`src/verilog/mpps_map.svh`:
```
// Register offsets, field positions, reset values and timing counts of the preset sequencer
// Assumes inclusion by the package and the top module only
`ifndef MPPS_MAP_SVH
`define MPPS_MAP_SVH
`define MPPS_OFF_CTRL 12'h000
`define MPPS_OFF_MOVE_TYPE 12'h004
`define MPPS_OFF_MULTISTAGE 12'h008
`define MPPS_OFF_CYCLE 12'h00C
`define MPPS_OFF_STATUS 12'h010
`define MPPS_OFF_POSITION 12'h014
`define MPPS_OFF_TARGET_BASE 12'h040
`define MPPS_OFF_SPEED_BASE 12'h060
`define MPPS_OFF_INTERVAL_BASE 12'h080
`define MPPS_OFF_ACCEL_BASE 12'h0A0
`define MPPS_OFF_DECEL_BASE 12'h0C0
`define MPPS_CTRL_MODE_LSB 0
`define MPPS_CTRL_TRIGGER_BIT 8
`define MPPS_CTRL_ENC_REF_BIT 9
`define MPPS_MODE_INTERNAL 4'h5
`define MPPS_MS_ENABLE_LSB 0
`define MPPS_MS_STAGES_LSB 4
`define MPPS_MULTISTAGE_RESET 16'h0020
`define MPPS_CYCLE_RESET 16'h0000
`define MPPS_RAMP_RESET 16'h0064
`define MPPS_MS_PER_UNIT 1
`define MPPS_CLK_MHZ 100
`define MPPS_TICK_CYCLES (`MPPS_MS_PER_UNIT * `MPPS_CLK_MHZ * 1000)
`endif

```
`src/verilog/mpps_pkg.sv`:
```
// Types shared by the preset sequencer modules
// Assumes nothing beyond the map header
package mpps_pkg;
  typedef enum logic [2:0] {
    MPPS_IDLE = 3'h0,
    MPPS_MOVE = 3'h1,
    MPPS_WAIT = 3'h3,
    MPPS_NEXT = 3'h2
  } mpps_state_e;
  typedef logic [2:0] mpps_idx_t;
  typedef logic signed [31:0] mpps_pos_t;
endpackage

```
`src/verilog/mpps_move_if.sv`:
```
// Move request and completion between the sequencer and the motion executor
// Assumes one clock shared by both ends
interface mpps_move_if;
  import mpps_pkg::*;
  logic start;
  logic done;
  mpps_pos_t goal;
  logic [15:0] speed;
  modport seq (output start, output goal, output speed, input done);
  modport exe (input start, input goal, input speed, output done);
endinterface

```
`src/verilog/mpps_executor.sv`:
```
// Motion executor: steps the commanded position toward the goal at the preset speed
// Assumes start is a pulse and goal stays stable while a move runs
module mpps_executor
  import mpps_pkg::*;
(
  input wire logic aclk,
  input wire logic aresetn,
  mpps_move_if.exe mv,
  output mpps_pos_t position
);
  typedef struct packed {
    mpps_pos_t pos;
    mpps_pos_t goal;
    logic busy;
    logic done;
  } mpps_exe_s;
  mpps_exe_s st_reg, st_next;
  mpps_pos_t diff;
  mpps_pos_t step;
  always_comb begin
    st_next = st_reg;
    st_next.done = 1'b0;
    diff = st_reg.goal - st_reg.pos;
    step = (mv.speed == 16'h0000) ? 32'sh1 : mpps_pos_t'({16'h0000, mv.speed});
    if (mv.start) begin
      st_next.goal = mv.goal;
      st_next.busy = 1'b1;
    end else if (st_reg.busy) begin
      if (diff > step) begin
        st_next.pos = st_reg.pos + step;
      end else if (diff < -step) begin
        st_next.pos = st_reg.pos - step;
      end else begin
        st_next.pos = st_reg.goal;
        st_next.busy = 1'b0;
        st_next.done = 1'b1;
      end
    end
  end
  always_ff @(posedge aclk) begin
    if (!aresetn) begin
      st_reg <= '0;
    end else begin
      st_reg <= st_next;
    end
  end
  assign mv.done = st_reg.done;
  assign position = st_reg.pos;
endmodule // mpps_executor

```
`src/verilog/mpps_interval.sv`:
```
// Interval timer counting stage wait time in millisecond ticks
// Assumes load is a pulse; a zero count finishes at once
module mpps_interval #(
  parameter int TICK_CYCLES = 100000
) (
  input wire logic aclk,
  input wire logic aresetn,
  input wire logic load,
  input wire logic [15:0] count,
  output logic expired
);
  typedef struct packed {
    logic [16:0] tick;
    logic [15:0] left;
    logic run;
    logic expired;
  } mpps_tmr_s;
  mpps_tmr_s st_reg, st_next;
  always_comb begin
    st_next = st_reg;
    st_next.expired = 1'b0;
    if (load) begin
      st_next.left = count;
      st_next.tick = '0;
      st_next.run = (count != 16'h0000);
      st_next.expired = (count == 16'h0000);
    end else if (st_reg.run) begin
      if (st_reg.tick == 17'(TICK_CYCLES - 1)) begin
        st_next.tick = '0;
        st_next.left = st_reg.left - 16'h0001;
        if (st_reg.left == 16'h0001) begin
          st_next.run = 1'b0;
          st_next.expired = 1'b1;
        end
      end else begin
        st_next.tick = st_reg.tick + 17'h00001;
      end
    end
  end
  always_ff @(posedge aclk) begin
    if (!aresetn) begin
      st_reg <= '0;
    end else begin
      st_reg <= st_next;
    end
  end
  assign expired = st_reg.expired;
endmodule // mpps_interval

```
`src/verilog/mpps_sequencer.sv`:
```
// Multistage preset position sequencer with AXI4-Lite parameter registers
// Assumes selector contacts are synchronous to aclk; one write and one read at a time
// Functional notes
// - Eight presets; selector code, bit2 most significant, 000 picks preset 1.
// - Each preset has a target and a speed used for its move.
// - Undriven selector reads 000, so preset 1 by default.
// - Open contact is 0, closed contact is 1; host closes contacts.
// - Multistage enable 0 disables automatic run; 1 runs presets in sequence.
// - Between stages wait the interval belonging to that stage.
// - Interval of zero moves straight to the next preset without waiting.
// - Repeat sequence cycle_count times; zero repeats forever.
// - Internal position mode only when control mode equals five.
// - Move type 0 is incremental, 1 is absolute.
// - Incremental moves accumulate; absolute moves end at stated coordinate.
// - Encoder reference 1 blocks battery protection and absolute encoder feedback.
// - Encoder reference 0 uses encoder absolute feedback for absolute moves.
// - Each preset keeps displacement, speed, accel and decel times.
// - Writing trigger 1 starts a move; the bit clears itself.
`include "mpps_map.svh"
module mpps_sequencer #(
  parameter int TICK_CYCLES = `MPPS_TICK_CYCLES
) (
  input wire logic aclk,
  input wire logic aresetn,
  input wire logic [11:0] s_axi_awaddr,
  input wire logic s_axi_awvalid,
  output logic s_axi_awready,
  input wire logic [31:0] s_axi_wdata,
  input wire logic [3:0] s_axi_wstrb,
  input wire logic s_axi_wvalid,
  output logic s_axi_wready,
  output logic [1:0] s_axi_bresp,
  output logic s_axi_bvalid,
  input wire logic s_axi_bready,
  input wire logic [11:0] s_axi_araddr,
  input wire logic s_axi_arvalid,
  output logic s_axi_arready,
  output logic [31:0] s_axi_rdata,
  output logic [1:0] s_axi_rresp,
  output logic s_axi_rvalid,
  input wire logic s_axi_rready,
  input wire logic preset_sel_bit0,
  input wire logic preset_sel_bit1,
  input wire logic preset_sel_bit2,
  input wire mpps_pkg::mpps_pos_t encoder_abs_position,
  output mpps_pkg::mpps_pos_t command_position,
  output logic [15:0] active_accel_ms,
  output logic [15:0] active_decel_ms,
  output logic battery_protect_en,
  output logic move_busy
);
  import mpps_pkg::*;
  typedef struct packed {
    logic awready;
    logic wready;
    logic bvalid;
    logic [1:0] bresp;
    logic arready;
    logic rvalid;
    logic [1:0] rresp;
    logic [31:0] rdata;
    logic aw_got;
    logic [11:0] aw_addr;
    logic w_got;
    logic [31:0] w_data;
    logic [3:0] control_mode_select;
    logic internal_move_trigger;
    logic enc_ref_sel;
    logic [15:0] move_type_select;
    logic [15:0] multistage_setting;
    logic [15:0] cycle_count;
    mpps_state_e state;
    mpps_idx_t stage;
    logic [15:0] cycles_done;
    logic auto_run;
    mpps_pos_t base;
    logic mv_start;
    mpps_pos_t mv_goal;
    logic [15:0] mv_speed;
    logic tmr_load;
    logic [15:0] tmr_count;
    mpps_pos_t cmd_pos;
    logic [15:0] accel;
    logic [15:0] decel;
    logic batt;
    logic busy;
  } mpps_top_s;
  mpps_top_s st_reg, st_next;
  mpps_pos_t preset_target_reg [8];
  logic [15:0] preset_speed_reg [8];
  logic [15:0] stage_interval_reg [8];
  logic [15:0] accel_reg [8];
  logic [15:0] decel_reg [8];
  mpps_move_if mv ();
  mpps_pos_t exe_pos;
  logic tmr_expired;
  logic wr_fire;
  mpps_idx_t sel_code;
  mpps_idx_t last_stage;
  logic mode_ok;
  function automatic logic in_table(input logic [11:0] a, input logic [11:0] base);
    in_table = (a >= base) && (a < base + 12'h020) && (a[1:0] == 2'b00);
  endfunction
  function automatic mpps_idx_t tbl_idx(input logic [11:0] a);
    tbl_idx = a[4:2];
  endfunction
  function automatic logic [31:0] merge(input logic [31:0] old, input logic [31:0] d,
                                        input logic [3:0] be);
    for (int i = 0; i < 4; i++) begin
      merge[i*8 +: 8] = be[i] ? d[i*8 +: 8] : old[i*8 +: 8];
    end
  endfunction
  mpps_executor u_exe (
    .aclk(aclk),
    .aresetn(aresetn),
    .mv(mv.exe),
    .position(exe_pos)
  );
  mpps_interval #(.TICK_CYCLES(TICK_CYCLES)) u_tmr (
    .aclk(aclk),
    .aresetn(aresetn),
    .load(st_reg.tmr_load),
    .count(st_reg.tmr_count),
    .expired(tmr_expired)
  );
  assign mv.start = st_reg.mv_start;
  assign mv.goal = st_reg.mv_goal;
  assign mv.speed = st_reg.mv_speed;
  assign wr_fire = st_reg.aw_got && st_reg.w_got && !st_reg.bvalid;
  // Open contacts read 0, so an unwired selector gives code 000
  assign sel_code = {preset_sel_bit2, preset_sel_bit1, preset_sel_bit0};
  assign mode_ok = (st_reg.control_mode_select == `MPPS_MODE_INTERNAL);
  // Stage field below two still runs one stage; above eight is clipped to eight
  assign last_stage = (st_reg.multistage_setting[`MPPS_MS_STAGES_LSB +: 4] == 4'h0) ? 3'h0 :
                      (st_reg.multistage_setting[`MPPS_MS_STAGES_LSB +: 4] > 4'h8) ? 3'h7 :
                      3'(st_reg.multistage_setting[`MPPS_MS_STAGES_LSB +: 4] - 4'h1);
  always_comb begin
    mpps_idx_t p;
    logic [11:0] ra;
    p = '0;
    ra = s_axi_araddr;
    st_next = st_reg;
    st_next.mv_start = 1'b0;
    st_next.tmr_load = 1'b0;
    st_next.internal_move_trigger = 1'b0;
    // Write channels taken independently, answered once both are in
    if (s_axi_awvalid && st_reg.awready) begin
      st_next.aw_got = 1'b1;
      st_next.aw_addr = s_axi_awaddr;
      st_next.awready = 1'b0;
    end
    if (s_axi_wvalid && st_reg.wready) begin
      st_next.w_got = 1'b1;
      st_next.w_data = merge(32'h00000000, s_axi_wdata, s_axi_wstrb);
      st_next.wready = 1'b0;
    end
    if (wr_fire) begin
      st_next.bvalid = 1'b1;
      st_next.bresp = 2'b00;
      unique case (st_reg.aw_addr)
        `MPPS_OFF_CTRL: begin
          st_next.control_mode_select = st_reg.w_data[`MPPS_CTRL_MODE_LSB +: 4];
          st_next.internal_move_trigger = st_reg.w_data[`MPPS_CTRL_TRIGGER_BIT];
          st_next.enc_ref_sel = st_reg.w_data[`MPPS_CTRL_ENC_REF_BIT];
        end
        `MPPS_OFF_MOVE_TYPE: st_next.move_type_select = st_reg.w_data[15:0];
        `MPPS_OFF_MULTISTAGE: st_next.multistage_setting = st_reg.w_data[15:0];
        `MPPS_OFF_CYCLE: st_next.cycle_count = st_reg.w_data[15:0];
        default: begin
          if (!(in_table(st_reg.aw_addr, `MPPS_OFF_TARGET_BASE) ||
                in_table(st_reg.aw_addr, `MPPS_OFF_SPEED_BASE) ||
                in_table(st_reg.aw_addr, `MPPS_OFF_INTERVAL_BASE) ||
                in_table(st_reg.aw_addr, `MPPS_OFF_ACCEL_BASE) ||
                in_table(st_reg.aw_addr, `MPPS_OFF_DECEL_BASE))) begin
            st_next.bresp = 2'b10;
          end
        end
      endcase
    end
    if (st_reg.bvalid && s_axi_bready) begin
      st_next.bvalid = 1'b0;
      st_next.aw_got = 1'b0;
      st_next.w_got = 1'b0;
      st_next.awready = 1'b1;
      st_next.wready = 1'b1;
    end
    // Read: one cycle to rvalid, arready low while data waits
    if (s_axi_arvalid && st_reg.arready) begin
      st_next.arready = 1'b0;
      st_next.rvalid = 1'b1;
      st_next.rresp = 2'b00;
      st_next.rdata = 32'h00000000;
      unique case (ra)
        `MPPS_OFF_CTRL: st_next.rdata = {22'h000000, st_reg.enc_ref_sel, 5'h00,
                                         st_reg.control_mode_select};
        `MPPS_OFF_MOVE_TYPE: st_next.rdata = {16'h0000, st_reg.move_type_select};
        `MPPS_OFF_MULTISTAGE: st_next.rdata = {16'h0000, st_reg.multistage_setting};
        `MPPS_OFF_CYCLE: st_next.rdata = {16'h0000, st_reg.cycle_count};
        `MPPS_OFF_STATUS: st_next.rdata = {st_reg.cycles_done, 8'h00, 2'b00, st_reg.stage,
                                           st_reg.auto_run, st_reg.busy, st_reg.state[0]};
        `MPPS_OFF_POSITION: st_next.rdata = st_reg.cmd_pos;
        default: begin
          if (in_table(ra, `MPPS_OFF_TARGET_BASE)) begin
            st_next.rdata = preset_target_reg[tbl_idx(ra)];
          end else if (in_table(ra, `MPPS_OFF_SPEED_BASE)) begin
            st_next.rdata = {16'h0000, preset_speed_reg[tbl_idx(ra)]};
          end else if (in_table(ra, `MPPS_OFF_INTERVAL_BASE)) begin
            st_next.rdata = {16'h0000, stage_interval_reg[tbl_idx(ra)]};
          end else if (in_table(ra, `MPPS_OFF_ACCEL_BASE)) begin
            st_next.rdata = {16'h0000, accel_reg[tbl_idx(ra)]};
          end else if (in_table(ra, `MPPS_OFF_DECEL_BASE)) begin
            st_next.rdata = {16'h0000, decel_reg[tbl_idx(ra)]};
          end else begin
            st_next.rresp = 2'b10;
          end
        end
      endcase
    end
    if (st_reg.rvalid && s_axi_rready) begin
      st_next.rvalid = 1'b0;
      st_next.arready = 1'b1;
    end
    // Sequencer
    unique case (st_reg.state)
      MPPS_IDLE: begin
        if (st_reg.internal_move_trigger && mode_ok) begin
          st_next.auto_run = st_reg.multistage_setting[`MPPS_MS_ENABLE_LSB];
          p = st_reg.multistage_setting[`MPPS_MS_ENABLE_LSB] ? 3'h0 : sel_code;
          st_next.stage = p;
          st_next.cycles_done = 16'h0000;
          st_next.state = MPPS_MOVE;
          st_next.mv_start = 1'b1;
        end
      end
      MPPS_MOVE: begin
        if (mv.done) begin
          st_next.base = exe_pos;
          if (!st_reg.auto_run || !mode_ok) begin
            st_next.state = MPPS_IDLE;
          end else begin
            st_next.tmr_load = 1'b1;
            st_next.tmr_count = stage_interval_reg[st_reg.stage];
            st_next.state = MPPS_WAIT;
          end
        end
      end
      MPPS_WAIT: if (tmr_expired) st_next.state = MPPS_NEXT;
      MPPS_NEXT: begin
        st_next.state = MPPS_MOVE;
        st_next.mv_start = 1'b1;
        if (st_reg.stage >= last_stage) begin
          st_next.stage = 3'h0;
          st_next.cycles_done = st_reg.cycles_done + 16'h0001;
          if (st_reg.cycle_count != 16'h0000 &&
              st_reg.cycles_done + 16'h0001 >= st_reg.cycle_count) begin
            st_next.state = MPPS_IDLE;
            st_next.mv_start = 1'b0;
            st_next.auto_run = 1'b0;
          end
        end else begin
          st_next.stage = st_reg.stage + 3'h1;
        end
      end
    endcase
    // Goal and profile of the stage about to move
    if (st_next.mv_start) begin
      p = st_next.stage;
      st_next.mv_speed = preset_speed_reg[p];
      st_next.accel = accel_reg[p];
      st_next.decel = decel_reg[p];
      if (st_reg.move_type_select[0]) begin
        // Reference 0 measures absolute targets from the encoder's absolute position
        st_next.mv_goal = preset_target_reg[p] +
          (st_reg.enc_ref_sel ? 32'sh0 : encoder_abs_position);
      end else begin
        st_next.mv_goal = st_reg.base + preset_target_reg[p];
      end
    end
    st_next.batt = !st_reg.enc_ref_sel;
    st_next.cmd_pos = exe_pos;
    st_next.busy = (st_reg.state != MPPS_IDLE);
  end
  always_ff @(posedge aclk) begin
    if (!aresetn) begin
      st_reg <= '0;
      st_reg.awready <= 1'b1;
      st_reg.wready <= 1'b1;
      st_reg.arready <= 1'b1;
      st_reg.multistage_setting <= `MPPS_MULTISTAGE_RESET;
      st_reg.cycle_count <= `MPPS_CYCLE_RESET;
    end else begin
      st_reg <= st_next;
    end
  end
  // Table writes kept outside the struct; reset loads ramps with their default and the other arrays with zero
  always_ff @(posedge aclk) begin
    if (!aresetn) begin
      for (int i = 0; i < 8; i++) begin
        accel_reg[i] <= `MPPS_RAMP_RESET;
        decel_reg[i] <= `MPPS_RAMP_RESET;
        preset_target_reg[i] <= '0;
        preset_speed_reg[i] <= '0;
        stage_interval_reg[i] <= '0;
      end
    end else if (wr_fire) begin
      if (in_table(st_reg.aw_addr, `MPPS_OFF_TARGET_BASE)) begin
        preset_target_reg[tbl_idx(st_reg.aw_addr)] <= st_reg.w_data;
      end
      if (in_table(st_reg.aw_addr, `MPPS_OFF_SPEED_BASE)) begin
        preset_speed_reg[tbl_idx(st_reg.aw_addr)] <= st_reg.w_data[15:0];
      end
      if (in_table(st_reg.aw_addr, `MPPS_OFF_INTERVAL_BASE)) begin
        stage_interval_reg[tbl_idx(st_reg.aw_addr)] <= st_reg.w_data[15:0];
      end
      if (in_table(st_reg.aw_addr, `MPPS_OFF_ACCEL_BASE)) begin
        accel_reg[tbl_idx(st_reg.aw_addr)] <= st_reg.w_data[15:0];
      end
      if (in_table(st_reg.aw_addr, `MPPS_OFF_DECEL_BASE)) begin
        decel_reg[tbl_idx(st_reg.aw_addr)] <= st_reg.w_data[15:0];
      end
    end
  end
  assign s_axi_awready = st_reg.awready;
  assign s_axi_wready = st_reg.wready;
  assign s_axi_bresp = st_reg.bresp;
  assign s_axi_bvalid = st_reg.bvalid;
  assign s_axi_arready = st_reg.arready;
  assign s_axi_rdata = st_reg.rdata;
  assign s_axi_rresp = st_reg.rresp;
  assign s_axi_rvalid = st_reg.rvalid;
  assign command_position = st_reg.cmd_pos;
  assign active_accel_ms = st_reg.accel;
  assign active_decel_ms = st_reg.decel;
  assign battery_protect_en = st_reg.batt;
  assign move_busy = st_reg.busy;
endmodule // mpps_sequencer
```
`config.mk`:
```
export PLATFORM = sky130hd
export DESIGN_NAME = mpps_sequencer
export DESIGN_NICKNAME = d
export VERILOG_FILES = /design/src/verilog/mpps_pkg.sv /design/src/verilog/mpps_move_if.sv /design/src/verilog/mpps_executor.sv /design/src/verilog/mpps_interval.sv /design/src/verilog/mpps_sequencer.sv
export VERILOG_INCLUDE_DIRS = /design/src /design/src/verilog
export SDC_FILE = /design/constraint.sdc
export NUM_CORES = 2
export LEC_CHECK = 0
export ABC_AREA = 1
export BUFFER_PORTS_ARGS = -buffer_cell sky130_fd_sc_hd__buf_2
export CAP_MARGIN = 5
export CORE_UTILIZATION = 45
export DETAILED_ROUTE_END_ITERATION = 10
export HOLD_SLACK_MARGIN = 0.08
export PLACE_DENSITY = 0.65
export RECOVER_POWER = 50
export SLEW_MARGIN = 10
export SYNTH_ARGS = -nofsm -noshare
export SYNTH_HDL_FRONTEND = slang
export SYNTH_SLANG_ARGS = --single-unit
```
`constraint.sdc`:
```
create_clock -name aclk -period 5.9 [get_ports aclk]
set_input_delay 1.18 -clock aclk [delete_from_list [all_inputs] [get_ports aclk]]
set_output_delay 1.18 -clock aclk [all_outputs]
set_load 0.02 [all_outputs]
```
# Word-level counts from Yosys, hierarchy flattened
# Memories as Yosys holds them, arrays and structs flattened. A register that Yosys moved wholly into a read port is not among the register bits.
# Cells that the tools add are included.
[classes]
n_addsub = 11
n_mul = 0
div_mod_pow = 0
n_lt_le_gt_ge = 25
n_eq_ne = 19
shifts = 0
mux = 88
bitwise_logic = 4
n_reduce_logical = 79
[ops]
columns = ["cell", "n"]
rows = [
  ["32-bit two-way mux", 6],
  ["32-bit case mux with 6 select lines", 1],
  ["16-bit two-way mux", 9],
  ["32-bit adder", 3],
  ["12-bit by 8-bit less-than comparator with 1-bit output (second input constant)", 8],
  ["12-bit by 8-bit greater-or-equal comparator with 1-bit output (second input constant)", 6],
  ["16-bit OR reduction", 4],
  ["32-bit subtractor", 2],
  ["18-bit two-way mux", 3],
  ["17-bit two-way mux", 3],
  ["12-bit by 4-bit equality test with 1-bit output (second input constant)", 4],
  ["12-bit by 7-bit greater-or-equal comparator with 1-bit output (second input constant)", 4],
  ["20-bit case mux with 2 select lines", 1],
  ["3-bit two-way mux", 12],
  ["1-bit two-way mux", 33],
  ["32-bit greater-than comparator", 1],
  ["16-bit logical NOT", 2],
  ["32-bit less-than comparator", 1],
  ["8-bit two-way mux", 4],
  ["32-bit negator", 1],
  ["16-bit nonzero test", 2],
  ["32-bit OR reduction", 1],
  ["1-bit logical AND", 29],
  ["2-bit two-way mux", 13],
  ["36 further kinds", 73],
]
[word_totals]
register_bits = 381
latch_bits = 0
mem_bits_rw = 768
rom_bits = 0
in_bits = 102
out_inout_bits = 107
wordCells = 269
memories = 5
[memory_table]
columns = ["memory", "depth", "word_bits", "rd", "rd_clocked_by_memory_dff", "wr", "line_no", "source"]
rows = [
  ["preset_target_reg", 8, 32, 2, 0, 8, "mpps_sequencer.sv:89", "mpps_pos_t preset_target_reg [8];"],
  ["accel_reg", 8, 16, 2, 1, 8, "mpps_sequencer.sv:92", "logic [15:0] accel_reg [8];"],
  ["decel_reg", 8, 16, 2, 1, 8, "mpps_sequencer.sv:93", "logic [15:0] decel_reg [8];"],
  ["preset_speed_reg", 8, 16, 2, 1, 8, "mpps_sequencer.sv:90", "logic [15:0] preset_speed_reg [8];"],
  ["stage_interval_reg", 8, 16, 2, 1, 8, "mpps_sequencer.sv:91", "logic [15:0] stage_interval_reg [8];"],
]

# Depth between registers and ports, before layout
[logic_depth]
word_depth = 9
depth_mapped = 36
depth_no_buf = 34

# Hierarchy
# From an unflattened synthesis, not the netlist that was laid out.
[hier_totals]
cells_unflattened = 8461
hier_area_um2 = 66851.6
[modules_own_cells]
columns = ["module", "n_inst", "cells_per_inst", "area_each_um2", "seq_area_each_um2"]
rows = [
  ["mpps_sequencer", 1, 6455, 55076.6, 29568.4],
  ["mpps_executor", 1, 1658, 9549.2, 1321.3],
  ["mpps_interval", 1, 348, 2225.9, 700.7],
]

# Worst setup path before layout
# Ideal clock, no wire load.
[synth_path]
path_type = "register -> register"
start = "register st_reg[207] in the netlist's numbering"
end = "register st_reg, in the netlist mv.goal[22]"
setup_ns = 0.128
arrival_ns = 4.549
required_time_ns = 5.772
setup_slack_ns = 1.223
stages_incl_launch_ff = 30
n_path_buf = 3
period_less_slack_ns = 4.677
path_cell_list = "dfxtp_1 -> inv_1 -> ha_1 -> nand2_1 -> nor2_1 -> o21a_1 -> ha_1 -> nand2_1 -> nor2_1 -> nor3_1 -> nand3_1 -> o21ai_0 -> a21oi_1 -> inv_1 -> buf_2 -> buf_2 -> buf_1 -> a31oi_1 -> ha_1 -> fa_1 -> nand3_1 -> nand3_1 -> a21oi_1 -> o21ai_0 -> nand2_1 -> nand3_1 -> a21boi_0 -> o21ai_0 -> xnor2_1 -> a21oi_1"
[synth_via]
elab_chain_cells = 9
[synth_rtl]
columns = ["item", "line_no", "source"]
rows = [
  ["start, declared", "mpps_sequencer.sv:88", "mpps_top_s st_reg, st_next;"],
  ["start signal, assigned", "mpps_sequencer.sv:292", "st_reg <= st_next;"],
  ["4-bit greater-than comparator / 3-bit by 1-bit subtractor with 3-bit output (equally long branches)", "mpps_sequencer.sv:135, mpps_sequencer.sv:136", ""],
  ["3-bit two-way mux", "mpps_sequencer.sv:135", "(st_reg.multistage_setting[`MPPS_MS_STAGES_LSB +: 4] > 4'h8) ? 3'h7 :"],
  ["3-bit two-way mux *", "mpps_sequencer.sv:134", "assign last_stage = (st_reg.multistage_setting[`MPPS_MS_STAGES_LSB +: 4] == 4'h0) ? 3'h0 :"],
  ["3-bit greater-or-equal comparator *", "mpps_sequencer.sv:251", "if (st_reg.stage >= last_stage) begin"],
  ["3-bit two-way mux", "mpps_sequencer.sv:251", ""],
  ["20-bit case mux with 2 select lines", "mpps_sequencer.sv:224", "unique case (st_reg.state)"],
  ["memory read 8 x 32 bit", "-", ""],
  ["32-bit adder (on tied branches)", "mpps_sequencer.sv:276, mpps_sequencer.sv:273", ""],
  ["32-bit two-way mux", "mpps_sequencer.sv:271", "if (st_reg.move_type_select[0]) begin"],
]
# Mark *: on every way between the ends. The rest lies on a longest branch, timed or not.
# A chain may end at the register's enable or synchronous reset.

==> run summary <==
Number of clock sinks: 1,194
Final worst-path cycle share: 93.79%
Net Sw Frac: 25.00%
Register-to-Register Setup Slack: 0.56 ns
# DRC: 0
Iteration-0 DRC Markers: 9,172
FF-to-FF path depth: 31
DIE AREA: 148,900 um2
I/O Buffers: 206
Die width: 385.9 um
Reg power frac: 48.6%
CP max FO: 33
Post-route ant nets: 0
Minimum clock period: 5.534 ns
Slew @ Worst Pin: 2.684 ns
Number of global-route vias before repair: 56,540
Top achievable clock speed: 180.7 MHz
Slowest stage cell, crit path: nor4_2
Routability cong.: 1.012
Largest stage delay, worst path: 1.23 ns
Share of cells above drive strength 1: 6.521%
FF-to-FF Start: st_reg[207]$_SDFFE_PN0P_
Yosys warnings: 0
Worst path required time: 6.31 ns
Relative slew slack: -78.93%
Via count: 61,750
PwrDens: 261.2 nW/um2
Critical path buffer and inverter count: 5
Final hold vios: 0
Ports: 209
Routed WL: 254,700 um
Crit path cell chain: clkbuf_1 -> clkinvlp_2 -> nor2_1 -> inv_1 -> nor4_2 -> nand2_1 -> clkbuf_2 -> nand2_2 -> buf_4
Seq cells post-synth: 1,194
FF-to-FF End: mv.goal[27]$_SDFFE_PN0P_
Die Y-Extent: 385.9 um
WL/cell: 25.04 um
P_leak: 0.02853 uW
Area Overhead vs Synth: 9.311%
Synthesized cell area: 66,300 um2
Seq/Total Area, Yosys: 47.64%
Post-synth top area share: 34.78%
Worst setup path end: preset_target_reg[4][29]$_SDFFCE_PN0P_
Number of synthesized flops with an enable pin: 768
CTS root buffer: clkbuf_16
Number of H-tree levels: 4
Max reg flops: 256
Core Util, Final: 49.67%
Largest net degree at the start of global routing: 184
Crit. End Element: flop
Gr usage total: 33.28%
Status: finished with violations
CTS clock-pin slew for the worst setup and hold paths: 0.06 ns
Worst min path class: flop to flop
WP depth: 9
Row cnt: 140
# setup viols final: 0
Total power: 18,930 uW
First-pass GRT wire length: 368,500 um
Hold buffer count at cts: 0
Synth top area cells: edfxtp_1 (35%), dfxtp_1 (13%), nand2_1 (8.0%)
Hpwl dp: 170,800 um
Max Root-Sink Buffers: 3
Post-CTS Setup Inserts: 0
Commonest register cell after synthesis: edfxtp_1
Clk network pwr share: 44.8%
Unrepaired setup endpoints after global routing: false
Register area: 31,590 um2
Setup crit start kind: input port
Cells on Worst Hold Path: 2
Initial antenna violation count: 8
Synth async-reset ratio: 0%
CTS tree: yes
Logic gate share of total power: 6.6%
NetSw: 4733 uW
Cts bufs inserted: 133
Setup crit start: aresetn
Fin. max-slew vios: 217
Post-synth top area cell: edfxtp_1
Final setup TNS: 0 ns
WP data arrival: 5.94 ns
Total grt overflow: 0
# Max-Cap Violations: 5
Placed Cells: 9,925
Core footprint: 145,900 um2
Later-pin clock latency in the skew report: 0.80 ns
NumNets Final: 8,417
Synthesized area per cell: 7.979 um2
Drt first pass iters: 6
Failing checks: max-capacitance violations, max-slew violations
Synth unique cells: 66
CP Class: input port to flop
Cells after Synth: 8,310
Fillers: 13,880
Via density: 6.072
Maximum vdd drop: 345.5 uV
Multi-input gate area: 28,750 um2
Clk_skew: 0.03677 ns
CP delay by family, top: buffers and inverters
Cell Int Power: 14,200 uW
PostCTS Resize Cnt: 0
Final Non-Filler Cells: 10,170
Initial Util: 45.44%
[power by group through the flow]
stage                     Clock (uW)  Combinational, uW  Sequential, uW
final                           8480               1250            9200
after global routing            8830               1300            9220
after CTS                       8520               1210            9190
after detailed placement           0               1210            9370
after global placement             0               1200            9360
after floorplan                    0                690            9330
[layer usage]
layer | part of all wire (%) | track usage [%] | vias to the layer above
met4 | 4.5 | 14.49 | 6
met5 | 0.016 | 0 | -
met1 | 40 | 46.35 | 29210
li1 | - | - | 27820
met2 | 42 | 48.99 | 4093
met3 | 13 | 7.928 | 628
[layout make-up]
cell class,count,area share [%]
repair buffers,350,2.969
well taps,1917,3.309
clock inverters,63,0.9288
flip-flops and latches,1194,43.59
clock buffers,179,5.169
multi-input cells,5630,39.67
inverters,834,4.349
diodes,4,0.01381
[stage by stage]
step | hold slack (ns) | area, um2 | setup slack [ns]
floorplan | 0.4133 | 66330 | 1.223
global placement | 0.4339 | 68250 | 0.7775
detailed placement | 0.4412 | 68250 | 0.6863
CTS | 0.4483 | 72670 | 0.6657
global route | 0.4640 | 72470 | 0.06044
finish | 0.4458 | 72480 | 0.3663
[how the worst min path moves through the flow]
| stage | start | endpoint | slack [ns] |
|---|---|---|---|
| floorplan | st_reg[235]$_SDFFE_PN0P_ | battery_protect_en$_SDFF_PN0_ | 0.41 |
| global placement | st_reg[153]$_SDFFE_PN0P_ | st_reg[153]$_SDFFE_PN0P_ | 0.43 |
| detailed placement | st_reg[145]$_SDFFE_PN0P_ | st_reg[145]$_SDFFE_PN0P_ | 0.44 |
| CTS | st_reg[145]$_SDFFE_PN0P_ | st_reg[145]$_SDFFE_PN0P_ | 0.45 |
| global route | st_reg[154]$_SDFFE_PN0P_ | st_reg[154]$_SDFFE_PN0P_ | 0.46 |
| finish | st_reg[154]$_SDFFE_PN0P_ | st_reg[154]$_SDFFE_PN0P_ | 0.45 |
[cell families (layout without fill, tap and decap cells)]
group	after synthesis	in the layout	synth area share (%)
other	1	13	0.005656
AO/OA/AOI/OAI	1929	1929	17.12
XOR/XNOR	128	128	1.702
AND/OR/NAND/NOR	3392	3392	21.06
adder cells (fa/ha/maj)	172	172	3.291
buffers and inverters	1494	1426	9.169
flip-flops	1194	1194	47.64
[placed cells by master, fill, tap and decap left out, types with 10 or more instances in the layout]
master and instances:
inv_1 777, nor3_1 74, clkinv_1 48, clkinv_2 25, o211ai_1 116, xnor2_1 20
o21ai_0 580, buf_4 119, buf_2 99, inv_2 16, dfxtp_1 423, a221o_1 18
nor4_1 28, clkbuf_8 16, nand2_1 1416, a21oi_2 21, edfxtp_1 768, a22oi_1 86
a211oi_1 47, nand2_2 14, clkbuf_16 137, o2bb2ai_1 45, o21bai_1 10, o21a_1 10
clkbuf_1 136, a41oi_1 12, ha_1 168, buf_12 16, o22ai_1 139, and2_1 11
o31ai_1 18, nor2_1 1196, a31oi_1 31, xor2_1 107, nand3_1 550, a221oi_1 34
o2111ai_1 20, a21oi_1 691, nand4_1 56
[worst register-to-register path, delay by kind of cell, from the launching register on]
family	cells	cell delay, ns
AO/OA/AOI/OAI	5	1.06
XOR/XNOR	1	0.14
adder cells (fa/ha/maj)	3	0.78
buffers and inverters	4	0.70
flip-flops	1	0.35
AND/OR/NAND/NOR	18	2.06
[cells in the mapped netlist (56+ instances only)]
master    instances
buf_4           104
a22oi_1          86
edfxtp_1        768
inv_1           780
dfxtp_1         426
nand3_1         551
a21oi_1         692
o21ai_0         580
o211ai_1        116
ha_1            168
o22ai_1         139
nand2_1        1419
clkbuf_1        463
nor2_1         1198
nor3_1           77
nand4_1          56
xor2_1          107
Note: power is estimated with default switching activity, not from simulation.
